[src/include/pefcfg_pkg.sv]
// Purpose: Shared constants of the equalizer filter configuration block
// Assumes: Wishbone word index = byte address / 4
// Notes: Indices marked for the second channel and link are local choices
`default_nettype none
package pefcfg_pkg;
    // Data widths
    localparam int SAMPLE_W = 12;
    localparam int COEF_W = 12;
    localparam int CENTER_W = 18;
    localparam int ACC_W = 36;
    localparam int IDX_W = 14;
    // Register word indices
    localparam logic [IDX_W-1:0] IDX_CFG = 14'h0400;
    localparam logic [IDX_W-1:0] IDX_TAP0 = 14'h0418;
    localparam logic [IDX_W-1:0] IDX_TAP1 = 14'h041A;
    localparam logic [IDX_W-1:0] IDX_CENTER = 14'h0420;
    localparam logic [IDX_W-1:0] IDX_B_TAP0 = 14'h0440;
    localparam logic [IDX_W-1:0] IDX_B_TAP1 = 14'h0442;
    localparam logic [IDX_W-1:0] IDX_B_CENTER = 14'h0448;
    localparam logic [IDX_W-1:0] IDX_LINK = 14'h0460;
    localparam logic [IDX_W-1:0] IDX_STATUS = 14'h0461;
    // Register widths
    localparam int CFG_W = 8;
    localparam int TAP_W = 16;
    localparam int CREG_W = 24;
    // Configuration field positions
    localparam int CFG_MODE_LSB = 0;
    localparam int CFG_SCW_LSB = 2;
    localparam int CFG_MERGE_BIT = 5;
    localparam int CFG_SHARE_BIT = 6;
    // Status bit positions
    localparam int STAT_ACTIVE_BIT = 0;
    localparam int STAT_RSVD_BIT = 1;
    localparam int STAT_LATE_BIT = 2;
    // Field encodings
    localparam logic [1:0] MODE_OFF = 2'h0;
    localparam logic [1:0] MODE_ON = 2'h2;
    localparam logic [2:0] SCW_MAX = 3'h6;
    localparam int WEIGHT_FRAC = 16;
    // Reset values
    localparam logic [CFG_W-1:0] CFG_RST = 8'h00;
    localparam logic [TAP_W-1:0] TAP_RST = 16'h0000;
    localparam logic [CREG_W-1:0] CREG_RST = 24'h000000;
    localparam logic LINK_RST = 1'b0;
endpackage : pefcfg_pkg
`default_nettype wire

[src/rtl/pefcfg_buf.sv]
// Purpose: Small FIFO between the filter and the sample consumer
// Assumes: DEPTH is a power of two
// Notes: in_ready_o low when full, out_valid_o low when empty
`default_nettype none
module pefcfg_buf #(
    parameter int W = 24,
    parameter int DEPTH = 2
) (
    input wire logic clk_i,
    input wire logic rst_i,
    input wire logic in_valid_i,
    output logic in_ready_o,
    input wire logic [W-1:0] in_data_i,
    output logic out_valid_o,
    input wire logic out_ready_i,
    output logic [W-1:0] out_data_o
);
    localparam int PW = (DEPTH > 1) ? $clog2(DEPTH) : 1;
    localparam int CW = $clog2(DEPTH + 1);
    localparam logic [CW-1:0] FULL = CW'(DEPTH);

    logic [W-1:0] mem_q [DEPTH];
    logic [PW-1:0] wr_q;
    logic [PW-1:0] rd_q;
    logic [CW-1:0] cnt_q;
    logic push;
    logic pop;

    // Handshake terms
    assign in_ready_o = (cnt_q != FULL);
    assign out_valid_o = (cnt_q != '0);
    assign push = in_valid_i && in_ready_o;
    assign pop = out_valid_o && out_ready_i;
    assign out_data_o = mem_q[rd_q];

    // Storage
    always_ff @(posedge clk_i) begin
        if (push) begin
            mem_q[wr_q] <= in_data_i;
        end
    end

    // Pointers and fill level
    always_ff @(posedge clk_i) begin
        if (rst_i) begin
            wr_q <= '0;
            rd_q <= '0;
            cnt_q <= '0;
        end else begin
            if (push) begin
                wr_q <= PW'(wr_q + 1'b1);
            end
            if (pop) begin
                rd_q <= PW'(rd_q + 1'b1);
            end
            if (push && !pop) begin
                cnt_q <= CW'(cnt_q + 1'b1);
            end else if (pop && !push) begin
                cnt_q <= CW'(cnt_q - 1'b1);
            end
        end
    end
endmodule : pefcfg_buf
`default_nettype wire

[src/rtl/pefcfg_top.sv]
// Purpose: Equalizer filter configuration, coefficient store, datapath
// Assumes: One sample pair per accepted beat, channel a first
// Notes: Only taps 0, 1 and the center tap are held here
`default_nettype none
module pefcfg_top
    import pefcfg_pkg::*;
#(
    parameter int ADR_W = 16,
    parameter int BUF_DEPTH = 2
) (
    input wire logic clk_i,
    input wire logic rst_i,
    // Wishbone classic slave
    input wire logic cyc_i,
    input wire logic stb_i,
    input wire logic we_i,
    input wire logic [ADR_W-1:0] adr_i,
    input wire logic [3:0] sel_i,
    input wire logic [31:0] dat_i,
    output logic [31:0] dat_o,
    output logic ack_o,
    // Sample input stream
    input wire logic in_valid_i,
    output logic in_ready_o,
    input wire logic [SAMPLE_W-1:0] in_a_i,
    input wire logic [SAMPLE_W-1:0] in_b_i,
    // Sample output stream
    output logic out_valid_o,
    input wire logic out_ready_i,
    output logic [SAMPLE_W-1:0] out_a_o,
    output logic [SAMPLE_W-1:0] out_b_o,
    // Link enable as held in the control register
    output logic serial_link_enable_o
);
    typedef logic signed [ACC_W-1:0] pefcfg_acc_t;

    // Side tap product scaled by the side weight
    function automatic pefcfg_acc_t side_term(
        input logic [TAP_W-1:0] r,
        input logic [SAMPLE_W-1:0] s,
        input logic [2:0] scw
    );
        logic signed [COEF_W-1:0] c;
        logic signed [SAMPLE_W-1:0] x;
        pefcfg_acc_t p;
        c = r[COEF_W-1:0];
        x = s;
        p = ACC_W'(c * x);
        return p <<< scw;
    endfunction : side_term

    // Center tap product at the fixed finest weight
    function automatic pefcfg_acc_t center_term(
        input logic [CREG_W-1:0] r,
        input logic [SAMPLE_W-1:0] s
    );
        logic signed [CENTER_W-1:0] c;
        logic signed [SAMPLE_W-1:0] x;
        c = r[CENTER_W-1:0];
        x = s;
        return ACC_W'(c * x);
    endfunction : center_term

    // Drop fraction bits and clip to sample range
    function automatic logic [SAMPLE_W-1:0] clip(input pefcfg_acc_t v);
        pefcfg_acc_t t;
        pefcfg_acc_t hi;
        pefcfg_acc_t lo;
        t = v >>> WEIGHT_FRAC;
        hi = ACC_W'((1 << (SAMPLE_W - 1)) - 1);
        lo = -hi - ACC_W'(1);
        if (t > hi) begin
            return hi[SAMPLE_W-1:0];
        end else if (t < lo) begin
            return lo[SAMPLE_W-1:0];
        end
        return t[SAMPLE_W-1:0];
    endfunction : clip

    // Byte-lane merge of a bus write into an old word
    function automatic logic [31:0] lane_merge(
        input logic [31:0] old,
        input logic [31:0] wdat,
        input logic [3:0] sel
    );
        logic [31:0] r;
        r = old;
        for (int i = 0; i < 4; i++) begin
            if (sel[i]) begin
                r[i*8 +: 8] = wdat[i*8 +: 8];
            end
        end
        return r;
    endfunction : lane_merge

    // Registers
    logic [CFG_W-1:0] cfg_q;
    logic [TAP_W-1:0] tap0_q;
    logic [TAP_W-1:0] tap1_q;
    logic [CREG_W-1:0] center_q;
    logic [TAP_W-1:0] b_tap0_q;
    logic [TAP_W-1:0] b_tap1_q;
    logic [CREG_W-1:0] b_center_q;
    logic link_en_q;
    logic late_wr_q;
    logic ack_q;
    logic [31:0] dat_q;

    // Bus decode
    logic [IDX_W-1:0] idx;
    logic req;
    logic wr_en;
    logic [31:0] old_word;
    logic [31:0] new_word;
    logic [31:0] rd_word;
    logic filt_reg_hit;

    // Decoded configuration
    logic [1:0] filter_mode;
    logic [2:0] side_weight;
    logic merge_filters;
    logic share_coefficients;
    logic filter_on;

    // Sample history, index 0 is the previous beat
    logic [SAMPLE_W-1:0] hist_a_q [4];
    logic [SAMPLE_W-1:0] hist_b_q [4];

    // Datapath
    logic [TAP_W-1:0] bc0;
    logic [TAP_W-1:0] bc1;
    logic [CREG_W-1:0] bcc;
    logic [SAMPLE_W-1:0] a_x1;
    logic [SAMPLE_W-1:0] a_x4;
    logic [SAMPLE_W-1:0] b_x1;
    logic [SAMPLE_W-1:0] b_x4;
    pefcfg_acc_t acc_a;
    pefcfg_acc_t acc_b;
    logic [SAMPLE_W-1:0] res_a;
    logic [SAMPLE_W-1:0] res_b;
    logic take;
    logic buf_ready;
    logic [2*SAMPLE_W-1:0] buf_out;

    // Word index of the byte address
    assign idx = IDX_W'(adr_i[ADR_W-1:2]);
    assign req = cyc_i && stb_i && !ack_q;
    assign wr_en = req && we_i;

    // Configuration fields
    assign filter_mode = cfg_q[CFG_MODE_LSB +: 2];
    assign merge_filters = cfg_q[CFG_MERGE_BIT];
    assign share_coefficients = cfg_q[CFG_SHARE_BIT];
    assign filter_on = (filter_mode == MODE_ON);

    // Side weight above the legal range is held at the top
    always_comb begin
        side_weight = cfg_q[CFG_SCW_LSB +: 3];
        if (side_weight > SCW_MAX) begin
            side_weight = SCW_MAX;
        end
    end

    // Current word of the addressed register
    always_comb begin
        old_word = '0;
        unique case (idx)
            IDX_CFG: old_word = 32'(cfg_q);
            IDX_TAP0: old_word = 32'(tap0_q);
            IDX_TAP1: old_word = 32'(tap1_q);
            IDX_CENTER: old_word = 32'(center_q);
            IDX_B_TAP0: old_word = 32'(b_tap0_q);
            IDX_B_TAP1: old_word = 32'(b_tap1_q);
            IDX_B_CENTER: old_word = 32'(b_center_q);
            IDX_LINK: old_word = 32'(link_en_q);
            IDX_STATUS: begin
                old_word[STAT_ACTIVE_BIT] = filter_on;
                old_word[STAT_RSVD_BIT] = filter_mode[0];
                old_word[STAT_LATE_BIT] = late_wr_q;
            end
            default: old_word = '0;
        endcase
        new_word = lane_merge(old_word, dat_i, sel_i);
        rd_word = old_word;
    end

    // Filter registers whose change needs the link stopped
    assign filt_reg_hit = (idx == IDX_CFG) || (idx == IDX_TAP0) ||
        (idx == IDX_TAP1) || (idx == IDX_CENTER) ||
        (idx == IDX_B_TAP0) || (idx == IDX_B_TAP1) ||
        (idx == IDX_B_CENTER);

    // Bus answer one cycle after the request, dropped the next
    always_ff @(posedge clk_i) begin
        if (rst_i) begin
            ack_q <= 1'b0;
            dat_q <= '0;
        end else begin
            ack_q <= cyc_i && stb_i && !ack_q;
            if (req && !we_i) begin
                dat_q <= rd_word;
            end
        end
    end

    // Configuration register
    always_ff @(posedge clk_i) begin
        if (rst_i) begin
            cfg_q <= CFG_RST;
        end else if (wr_en && idx == IDX_CFG) begin
            cfg_q <= new_word[CFG_W-1:0];
        end
    end

    // Channel a coefficient registers
    always_ff @(posedge clk_i) begin
        if (rst_i) begin
            tap0_q <= TAP_RST;
            tap1_q <= TAP_RST;
            center_q <= CREG_RST;
        end else if (wr_en) begin
            if (idx == IDX_TAP0) begin
                tap0_q <= new_word[TAP_W-1:0];
            end
            if (idx == IDX_TAP1) begin
                tap1_q <= new_word[TAP_W-1:0];
            end
            if (idx == IDX_CENTER) begin
                center_q <= new_word[CREG_W-1:0];
            end
        end
    end

    // Channel b coefficient registers
    always_ff @(posedge clk_i) begin
        if (rst_i) begin
            b_tap0_q <= TAP_RST;
            b_tap1_q <= TAP_RST;
            b_center_q <= CREG_RST;
        end else if (wr_en) begin
            if (idx == IDX_B_TAP0) begin
                b_tap0_q <= new_word[TAP_W-1:0];
            end
            if (idx == IDX_B_TAP1) begin
                b_tap1_q <= new_word[TAP_W-1:0];
            end
            if (idx == IDX_B_CENTER) begin
                b_center_q <= new_word[CREG_W-1:0];
            end
        end
    end

    // Link enable control bit
    always_ff @(posedge clk_i) begin
        if (rst_i) begin
            link_en_q <= LINK_RST;
        end else if (wr_en && idx == IDX_LINK && sel_i[0]) begin
            link_en_q <= dat_i[0];
        end
    end

    // Sticky flag for filter writes with the link running
    always_ff @(posedge clk_i) begin
        if (rst_i) begin
            late_wr_q <= 1'b0;
        end else if (wr_en && filt_reg_hit && link_en_q) begin
            late_wr_q <= 1'b1;
        end else if (wr_en && idx == IDX_STATUS && sel_i[0] &&
                     dat_i[STAT_LATE_BIT]) begin
            late_wr_q <= 1'b0;
        end
    end

    // Coefficients for channel b
    always_comb begin
        if (share_coefficients || merge_filters) begin
            bc0 = tap0_q;
            bc1 = tap1_q;
            bcc = center_q;
        end else begin
            bc0 = b_tap0_q;
            bc1 = b_tap1_q;
            bcc = b_center_q;
        end
    end

    // Delayed operands, interleaved order when merged
    always_comb begin
        if (merge_filters) begin
            a_x1 = hist_b_q[0];
            a_x4 = hist_a_q[1];
            b_x1 = in_a_i;
            b_x4 = hist_b_q[1];
        end else begin
            a_x1 = hist_a_q[0];
            a_x4 = hist_a_q[3];
            b_x1 = hist_b_q[0];
            b_x4 = hist_b_q[3];
        end
    end

    // Tap sums; the center tap sits four samples back
    always_comb begin
        acc_a = side_term(tap0_q, in_a_i, side_weight) +
            side_term(tap1_q, a_x1, side_weight) +
            center_term(center_q, a_x4);
        acc_b = side_term(bc0, in_b_i, side_weight) +
            side_term(bc1, b_x1, side_weight) +
            center_term(bcc, b_x4);
    end

    // Output choice: filtered or passed through
    always_comb begin
        if (filter_on) begin
            res_a = clip(acc_a);
            res_b = clip(acc_b);
        end else begin
            res_a = in_a_i;
            res_b = in_b_i;
        end
    end

    // Accepted beat shifts the history
    assign take = in_valid_i && buf_ready;
    assign in_ready_o = buf_ready;

    always_ff @(posedge clk_i) begin
        if (rst_i) begin
            for (int i = 0; i < 4; i++) begin
                hist_a_q[i] <= '0;
                hist_b_q[i] <= '0;
            end
        end else if (take) begin
            hist_a_q[0] <= in_a_i;
            hist_b_q[0] <= in_b_i;
            for (int i = 1; i < 4; i++) begin
                hist_a_q[i] <= hist_a_q[i-1];
                hist_b_q[i] <= hist_b_q[i-1];
            end
        end
    end

    // Result buffer toward the consumer
    pefcfg_buf #(
        .W(2 * SAMPLE_W),
        .DEPTH(BUF_DEPTH)
    ) u_buf (
        .clk_i(clk_i),
        .rst_i(rst_i),
        .in_valid_i(in_valid_i),
        .in_ready_o(buf_ready),
        .in_data_i({res_b, res_a}),
        .out_valid_o(out_valid_o),
        .out_ready_i(out_ready_i),
        .out_data_o(buf_out)
    );

    // Outputs
    assign out_a_o = buf_out[SAMPLE_W-1:0];
    assign out_b_o = buf_out[2*SAMPLE_W-1:SAMPLE_W];
    assign ack_o = ack_q;
    assign dat_o = dat_q;
    assign serial_link_enable_o = link_en_q;
endmodule : pefcfg_top
`default_nettype wire

[config.mk]
export PLATFORM = sky130hd
export DESIGN_NAME = pefcfg_top
export DESIGN_NICKNAME = d
export VERILOG_FILES = /design/src/include/pefcfg_pkg.sv /design/src/rtl/pefcfg_buf.sv /design/src/rtl/pefcfg_top.sv
export SDC_FILE = /design/constraint.sdc
export NUM_CORES = 2
export LEC_CHECK = 0
export ABC_CLOCK_PERIOD_IN_PS = 18300
export BUFFER_PORTS_ARGS = -buffer_cell sky130_fd_sc_hd__buf_4
export CAP_MARGIN = 5
export CORE_MARGIN = 2
export CORE_UTILIZATION = 50
export CTS_CLUSTER_SIZE = 24
export DETAILED_ROUTE_END_ITERATION = 6
export MAX_ROUTING_LAYER = met4
export PLACE_DENSITY = 0.74
export SLEW_MARGIN = 20
export SYNTH_ARGS = -nofsm -noshare
export SYNTH_HDL_FRONTEND = slang
export SYNTH_HIERARCHICAL = 1
export SYNTH_SLANG_ARGS = --single-unit
[constraint.sdc]
create_clock -name clk_i -period 18.3 [get_ports clk_i]
set_input_delay 1.83 -clock clk_i [delete_from_list [all_inputs] [get_ports clk_i]]
set_output_delay 1.83 -clock clk_i [all_outputs]
set_load 0.03 [all_outputs]
## After elaboration in Yosys (flattened, before gate mapping)

Memories as Yosys holds them, arrays and structs flattened. A register that Yosys moved wholly into a read port is not among the register bits.
Cells that the tools add are included.

- Register bits: 159
- RAM bits: 144
- Output and inout port bits: 60
- Memories kept: 3

Memory list:

| name | depth | width | rd ports | clocked after memory_dff | wr ports | line | RTL |
|---|---|---|---|---|---|---|---|
| hist_a_q | 4 | 12 | 4 | 0 | 4 | pefcfg_top.sv:126 | `logic [SAMPLE_W-1:0] hist_a_q [4];` |
| hist_b_q | 4 | 12 | 4 | 0 | 4 | pefcfg_top.sv:127 | `logic [SAMPLE_W-1:0] hist_b_q [4];` |
| u_buf.mem_q | 2 | 24 | 1 | 1 | 1 | pefcfg_buf.sv:22 | `logic [W-1:0] mem_q [DEPTH];` |

- Add/sub/neg operators: 8
- Multipliers: 6
- Order comparisons: 5
- Eq/ne operators: 11
- Shifts and indexed selects: 4
- Multiplexer cells: 47
- Bitwise gates (word level): 8
- Reduce and logical (&&, ||, !) cells: 36

Operator list:

| operator | count |
|---|---|
| 12-bit 2-to-1 mux | 22 |
| 21-bit case mux with 7 select lines | 1 |
| 24-bit by 3-bit <<< shifter with 36-bit output | 4 |
| 14-bit by 11-bit equality test with 1-bit output (second input constant) | 9 |
| 12-bit by 12-bit multiplier with 24-bit output | 4 |
| 36-bit by 30-bit adder with 36-bit output | 2 |
| 36-bit adder | 2 |
| 18-bit by 12-bit multiplier with 30-bit output | 2 |
| 20-bit by 12-bit > comparator with 1-bit output (second input constant) | 2 |
| 20-bit by 12-bit less-than comparator with 1-bit output (second input constant) | 2 |
| 3-bit case mux with 9 select lines | 1 |
| 8-bit 2-to-1 mux | 3 |
| 18-bit 2-to-1 mux | 1 |
| 1-bit logical AND | 16 |
| 1-bit 2-to-1 mux | 16 |
| 2-bit AND reduction | 6 |
| 1-bit bitwise OR | 8 |
| 1-bit logical OR | 7 |
| 2-bit nonzero test | 3 |
| 1-bit zero test | 4 |
| 2-bit 2-to-1 mux | 2 |
| 3-bit > comparator (second input constant) | 1 |
| 3-bit 2-to-1 mux | 1 |
| 1-bit adder (second input constant) | 2 |
| other kinds (4) | 4 |

## Logic depth before layout (Yosys ltp)

- Word-level depth: 12
- Gate-level depth with buffers: 54
- Mapped depth without buffers: 49

## By module

The synthesis kept the hierarchy.

By module, submodules not included:

| module | instances | cells each | area an instance (um2) | sequential area each (um2) |
|---|---|---|---|---|
| pefcfg_top | 1 | 6389 | 55908.6 | 5825.6 |
| pefcfg_buf | 1 | 99 | 1949.4 | 1541.5 |

## Least setup slack after synthesis

OpenSTA, ideal clock, no wires.

- Kind: input to register
- Start: input in_a_i[0]
- End: memory u_buf.mem_q[0][12], data pin
- Library setup time: 0.157 ns
- Data arrival time: 13.071 ns
- Data required time: 18.143 ns
- Setup slack: 5.072 ns
- Stages: 46
- Path buffers: 3
- Cells stage by stage: clkbuf_1 > mux2_2 > clkbuf_1 > nand2_1 > inv_1 > fa_1 > fa_1 > inv_1 > fa_1 > inv_1 > fa_1 > inv_1 > fa_1 > inv_1 > ha_1 > nand3_1 > a21oi_1 > o41a_1 > [... 10 more ...] > fa_1 > fa_1 > inv_1 > fa_1 > inv_1 > fa_1 > inv_1 > ha_1 > a21o_1 > a21oi_1 > o22ai_1 > a311oi_1 > o31ai_1 > xnor2_1 > o41ai_1 > buf_2 > nand2_1 > a21oi_1

- Word-level cells in the longest chain between the ends: 11
- Elaborated cells on any way between the ends: 13

Ends and longest elaborated chain:

| element | line | RTL |
|---|---|---|
| start: declaration | pefcfg_top.sv:25 | `input wire logic [SAMPLE_W-1:0] in_a_i,` |
| 12-bit 2-to-1 mux * | pefcfg_top.sv:289 | `if (merge_filters) begin` |
| 12-bit by 12-bit multiplier with 24-bit output * | pefcfg_top.sv:48 | `p = ACC_W'(c * x);` |
| 24-bit by 3-bit <<< shifter with 36-bit output * | pefcfg_top.sv:49 | `return p <<< scw;` |
| 36-bit adder * | pefcfg_top.sv:307 | `acc_b = side_term(bc0, in_b_i, side_weight) +` |
| 36-bit by 30-bit adder with 36-bit output * | pefcfg_top.sv:308 | `side_term(bc1, b_x1, side_weight) +` |
| 20-bit by 12-bit less-than comparator with 1-bit output | pefcfg_top.sv:74 | `end else if (t < lo) begin` |
| 1-bit 2-to-1 mux | pefcfg_top.sv:74 |  |
| 1-bit 2-to-1 mux | pefcfg_top.sv:72 | `if (t > hi) begin` |
| 1-bit 2-to-1 mux | pefcfg_top.sv:314 | `if (filter_on) begin` |
| 12-bit 2-to-1 mux * | pefcfg_top.sv:77 | `return t[SAMPLE_W-1:0];` |
| 12-bit 2-to-1 mux * | pefcfg_top.sv:314 |  |
| named net res_b[0] | pefcfg_top.sv:140 | `logic [SAMPLE_W-1:0] res_b;` |
| end: declaration | pefcfg_buf.sv:22 |  |

Mark *: on every way through the listed nets, which the timed path passes. The rest lies on a longest branch. The select of a mux whose other input is x is not followed.

## Worst setup path after layout

- Start: register cfg_q[5]
- End: memory u_buf.mem_q[1][20], data pin

- Word-level cells in the longest chain between the ends: 12
- Elaborated cells on any way between the ends: 21

Ends and longest elaborated chain:

| element | line | RTL |
|---|---|---|
| start: declaration | pefcfg_top.sv:97 | `logic [CFG_W-1:0] cfg_q;` |
| start signal: assignment | pefcfg_top.sv:211 | `cfg_q <= new_word[CFG_W-1:0];` |
| 1-bit logical OR | pefcfg_top.sv:276 | `if (share_coefficients \|\| merge_filters) begin` |
| 12-bit 2-to-1 mux | pefcfg_top.sv:276 |  |
| 12-bit by 12-bit multiplier with 24-bit output | pefcfg_top.sv:48 |  |
| 24-bit by 3-bit <<< shifter with 36-bit output | pefcfg_top.sv:49 |  |
| 36-bit adder | pefcfg_top.sv:307 |  |
| 36-bit by 30-bit adder with 36-bit output * | pefcfg_top.sv:308 |  |
| 20-bit by 12-bit less-than comparator with 1-bit output | pefcfg_top.sv:74 |  |
| 1-bit 2-to-1 mux | pefcfg_top.sv:74 |  |
| 1-bit 2-to-1 mux | pefcfg_top.sv:72 |  |
| 1-bit 2-to-1 mux | pefcfg_top.sv:314 |  |
| 12-bit 2-to-1 mux * | pefcfg_top.sv:77 |  |
| 12-bit 2-to-1 mux * | pefcfg_top.sv:314 |  |
| named net res_b[8] | pefcfg_top.sv:140 |  |

Marked as above.

==> impl_metrics.py <==
metrics = {
    "sta": {
        "max_freq_mhz": 65.8,
        "finClkSkew_ns": 0.0267,
        "hold_slack_ns": 0.454,
        "period_minus_slack_ns": 15.20,
        "setup_viol": 0,
        "maxSlewViolCount": 0,
        "fin_crit_sh": 0.831,
        "hold_viol": 0,
        "setup_tns_ns": 0,
        "rsz0062_at_grt": "false",
        "slew-limit-headroom": 0.208,
        "tightest_slew_ns": 1.19,
    },
    "grt": {
        "grt_pass1_wl_um": 265000,
        "antenna_found_initial": 8,
        "grtUsageTotal": 0.300,
        "gr-total-overflow": 0,
        "grt_max_degree": 95,
        "grt_pass1_vias": 47000,
    },
    "clocking": {
        "cts-htree-levels": 1,
        "cts_setup_buffers": 0,
        "cts_hold_buf": 0,
        "numClockSinks": 296,
        "cts_tree": "yes",
        "numCtsBuffers": 31,
        "clockBufferDepth": 3,
        "path_clk_slew_ns": 0.07,
        "ctsResizeCount": 0,
        "root_buffer": "clkbuf_16",
        "clock_latency_ns": 0.63,
    },
    "routing": {
        "detail_route.iter0.violations": 3863,
        "vias_per_cell": 5.65,
        "drtPass1Iterations": 6,
        "wl_per_cell_um": 21.0,
        "drc_errors": 0,
        "drt-total-wl_um": 167000,
        "drtAntennaViolNets": 0,
        "vias": 45000,
    },
    "die": {
        "dieArea_sq_mm": 0.118,
        "rows": 124,
        "fp.dieW_um": 344,
        "start_util": 0.505,
        "fp.dieH_um": 344,
        "io_pins": 143,
        "core_sq_mm": 0.115,
    },
    "synthesis": {
        "ys_seq_area_frac": 0.127,
        "async_reset_ff_frac": 0,
        "ys_warn_count": 6,
        "synth_area_leaders": "fa_1, inv_1, ha_1",
        "syn-cell-area_sq_mm": 0.0579,
        "synth_edf_count": 144,
        "yosysTopAreaCell": "fa_1",
        "synth_top_area_frac": 0.379,
        "avgSynthCellArea_sq_um": 8.92,
        "ys_ff_latch": 296,
        "yosysUniqueCellTypes": 81,
        "ys.flop_type": "dfxtp_1",
        "synthCells": 6488,
    },
    "worst_setup_path": {
        "critPathKind": "reg2reg",
        "start_kind": "flip-flop",
        "required_ns": 18.64,
        "crit_buf_inv": 9,
        "worstPathMaxFanout": 42,
        "worstSetupEndpointType": "flip-flop",
        "worst_ep_arrival_time_ns": 15.54,
        "slowest_delay_ns": 0.86,
        "crit_top_cell": "fa_1",
        "crit_family": "adder cells",
        "cpMaxStageDelayCell": "nor2_4",
    },
    "power_and_ir_drop": {
        "p_int_uw": 1750,
        "power.net_switching_uw": 1390,
        "powerDensity_mw_per_mm2": 51.3,
        "switching_share": 0.443,
        "clkPwrFrac": 0.221,
        "worst_ir_drop_vdd_v": 0.0000881,
        "combPwrFrac": 0.523,
        "p_leak_uw": 0.0295,
        "power_frac_seq": 0.256,
    },
    "placement": {
        "hpwl_um": 136000,
        "place_area_sq_mm": 0.0601,
        "globalplace.congestion": 0.992,
        "portBuffers": 123,
    },
    "finish": {
        "final_area_sq_mm": 0.0612,
        "final_cell_mix": "inv_1, fa_1, nand2_1, ha_1, nor2_1",
        "layout_commonest_cell": "inv_1",
        "layout.nets": 7985,
        "layout-drive-gt1-share": 0.0688,
        "synthToLayoutAreaGrowth_pct": 5.83,
        "fillers": 10400,
    },
    "min_path": {
        "hold_path_class": "reg2reg",
    },
    "run_status": {
        "status": "complete, no violations",
    },
    "job": {
        "maxCapViolations": 0,
    },
}
==> power groups by stage <==
stage	clock (uW)	combinational [uW]	sequential [uW]
3_5_place_dp	0	1620	817
4_1_cts	689	1630	803
6_report	693	1640	806
3_3_place_gp	0	1590	815
2_1_floorplan	0	1150	805
5_1_grt	714	1820	810
==> cell families (layout without fill, tap and decap cells) <==
| family | Yosys count | in the layout | synth area share |
|---|---|---|---|
| AOI/OAI and AO/OA | 713 | 713 | 0.0759 |
| adders and majority gates | 1477 | 1477 | 0.461 |
| DFF | 296 | 296 | 0.127 |
| xor gates and xnor gates | 136 | 136 | 0.0208 |
| and+or+nand+nor | 1903 | 1903 | 0.146 |
| muxes | 340 | 340 | 0.0627 |
| other | 1 | 13 | 0.0000648 |
| buffers and inverters | 1622 | 1577 | 0.106 |
==> per-stage QoR <==
stage | worst slack, ns | std cells | util | power, uW
finish | 3.10 | 7967 | 0.535 | 3140
global placement | 3.25 | 7899 | 0.525 | 2400
floorplan | 5.07 | 6495 | - | 1950
CTS | 3.22 | 7958 | 0.534 | 3120
global route | 2.46 | 7965 | 0.535 | 3340
detailed placement | 3.01 | 7900 | 0.525 | 2430
==> flip-flops by register name, summed over array words and instances (netlist names), 24 cells and up, named ones only <==
signal       cells
dat_o           24
hist_b_q        48
center_q        24
hist_a_q        48
u_buf/mem_q     48
b_center_q      24
==> cells in the mapped netlist (all sizes together), types with 38 or more instances <==
cell,n
a21o,60
a21oi,306
and2,248
buf,47
clkbuf,242
dfxtp,152
edfxtp,144
fa,1094
ha,383
inv,1330
mux2,141
mux2i,195
nand2,1051
nor2,313
nor2b,83
nor3,38
o21ai,132
xnor2,97
xor2,38
==> tightest hold or removal path: stages, from the launching register on <==
cell and delay, ns:
dfxtp_1 0.31, nand2_1 0.05, a21oi_1 0.05
==> routing by layer <==
layer	GRT usage	routed length [um]	part of all wire
met1	0.377	64000	0.38
met2	0.465	76300	0.46
met3	0.0563	16300	0.098
met4	0.150	10600	0.063
met5	-	0	0
==> final cells by class <==
| cell class | instances | area, sq um | share of cell area |
|---|---|---|---|
| Antenna cell | 5 | 12.5 | 0.000204 |
| Clock buffer | 42 | 921 | 0.0150 |
| Clock inverter | 16 | 160 | 0.00262 |
| Inverter | 1333 | 5000 | 0.0817 |
| Multi-Input combinational cell | 4577 | 44500 | 0.726 |
| Sequential cell | 296 | 7380 | 0.120 |
| Tap cell | 1512 | 1890 | 0.0309 |
| Timing Repair Buffer | 186 | 1410 | 0.0231 |
==> worst paths after layout <==
| kind | slack [ns] | from | depth (start not counted) | to |
|---|---|---|---|---|
| setup / recovery | 3.10 | cfg_q[5] | 45 | u_buf/mem_q[1][20] |
| hold / removal | 0.45 | tap0_q[14] | 2 | tap0_q[14] |
| setup reg to reg | 3.10 | cfg_q[5] | 45 | u_buf/mem_q[1][20] |
| hold reg to reg | 0.45 | tap0_q[14] | 2 | tap0_q[14] |
Note: power is estimated with default switching activity, not from simulation.
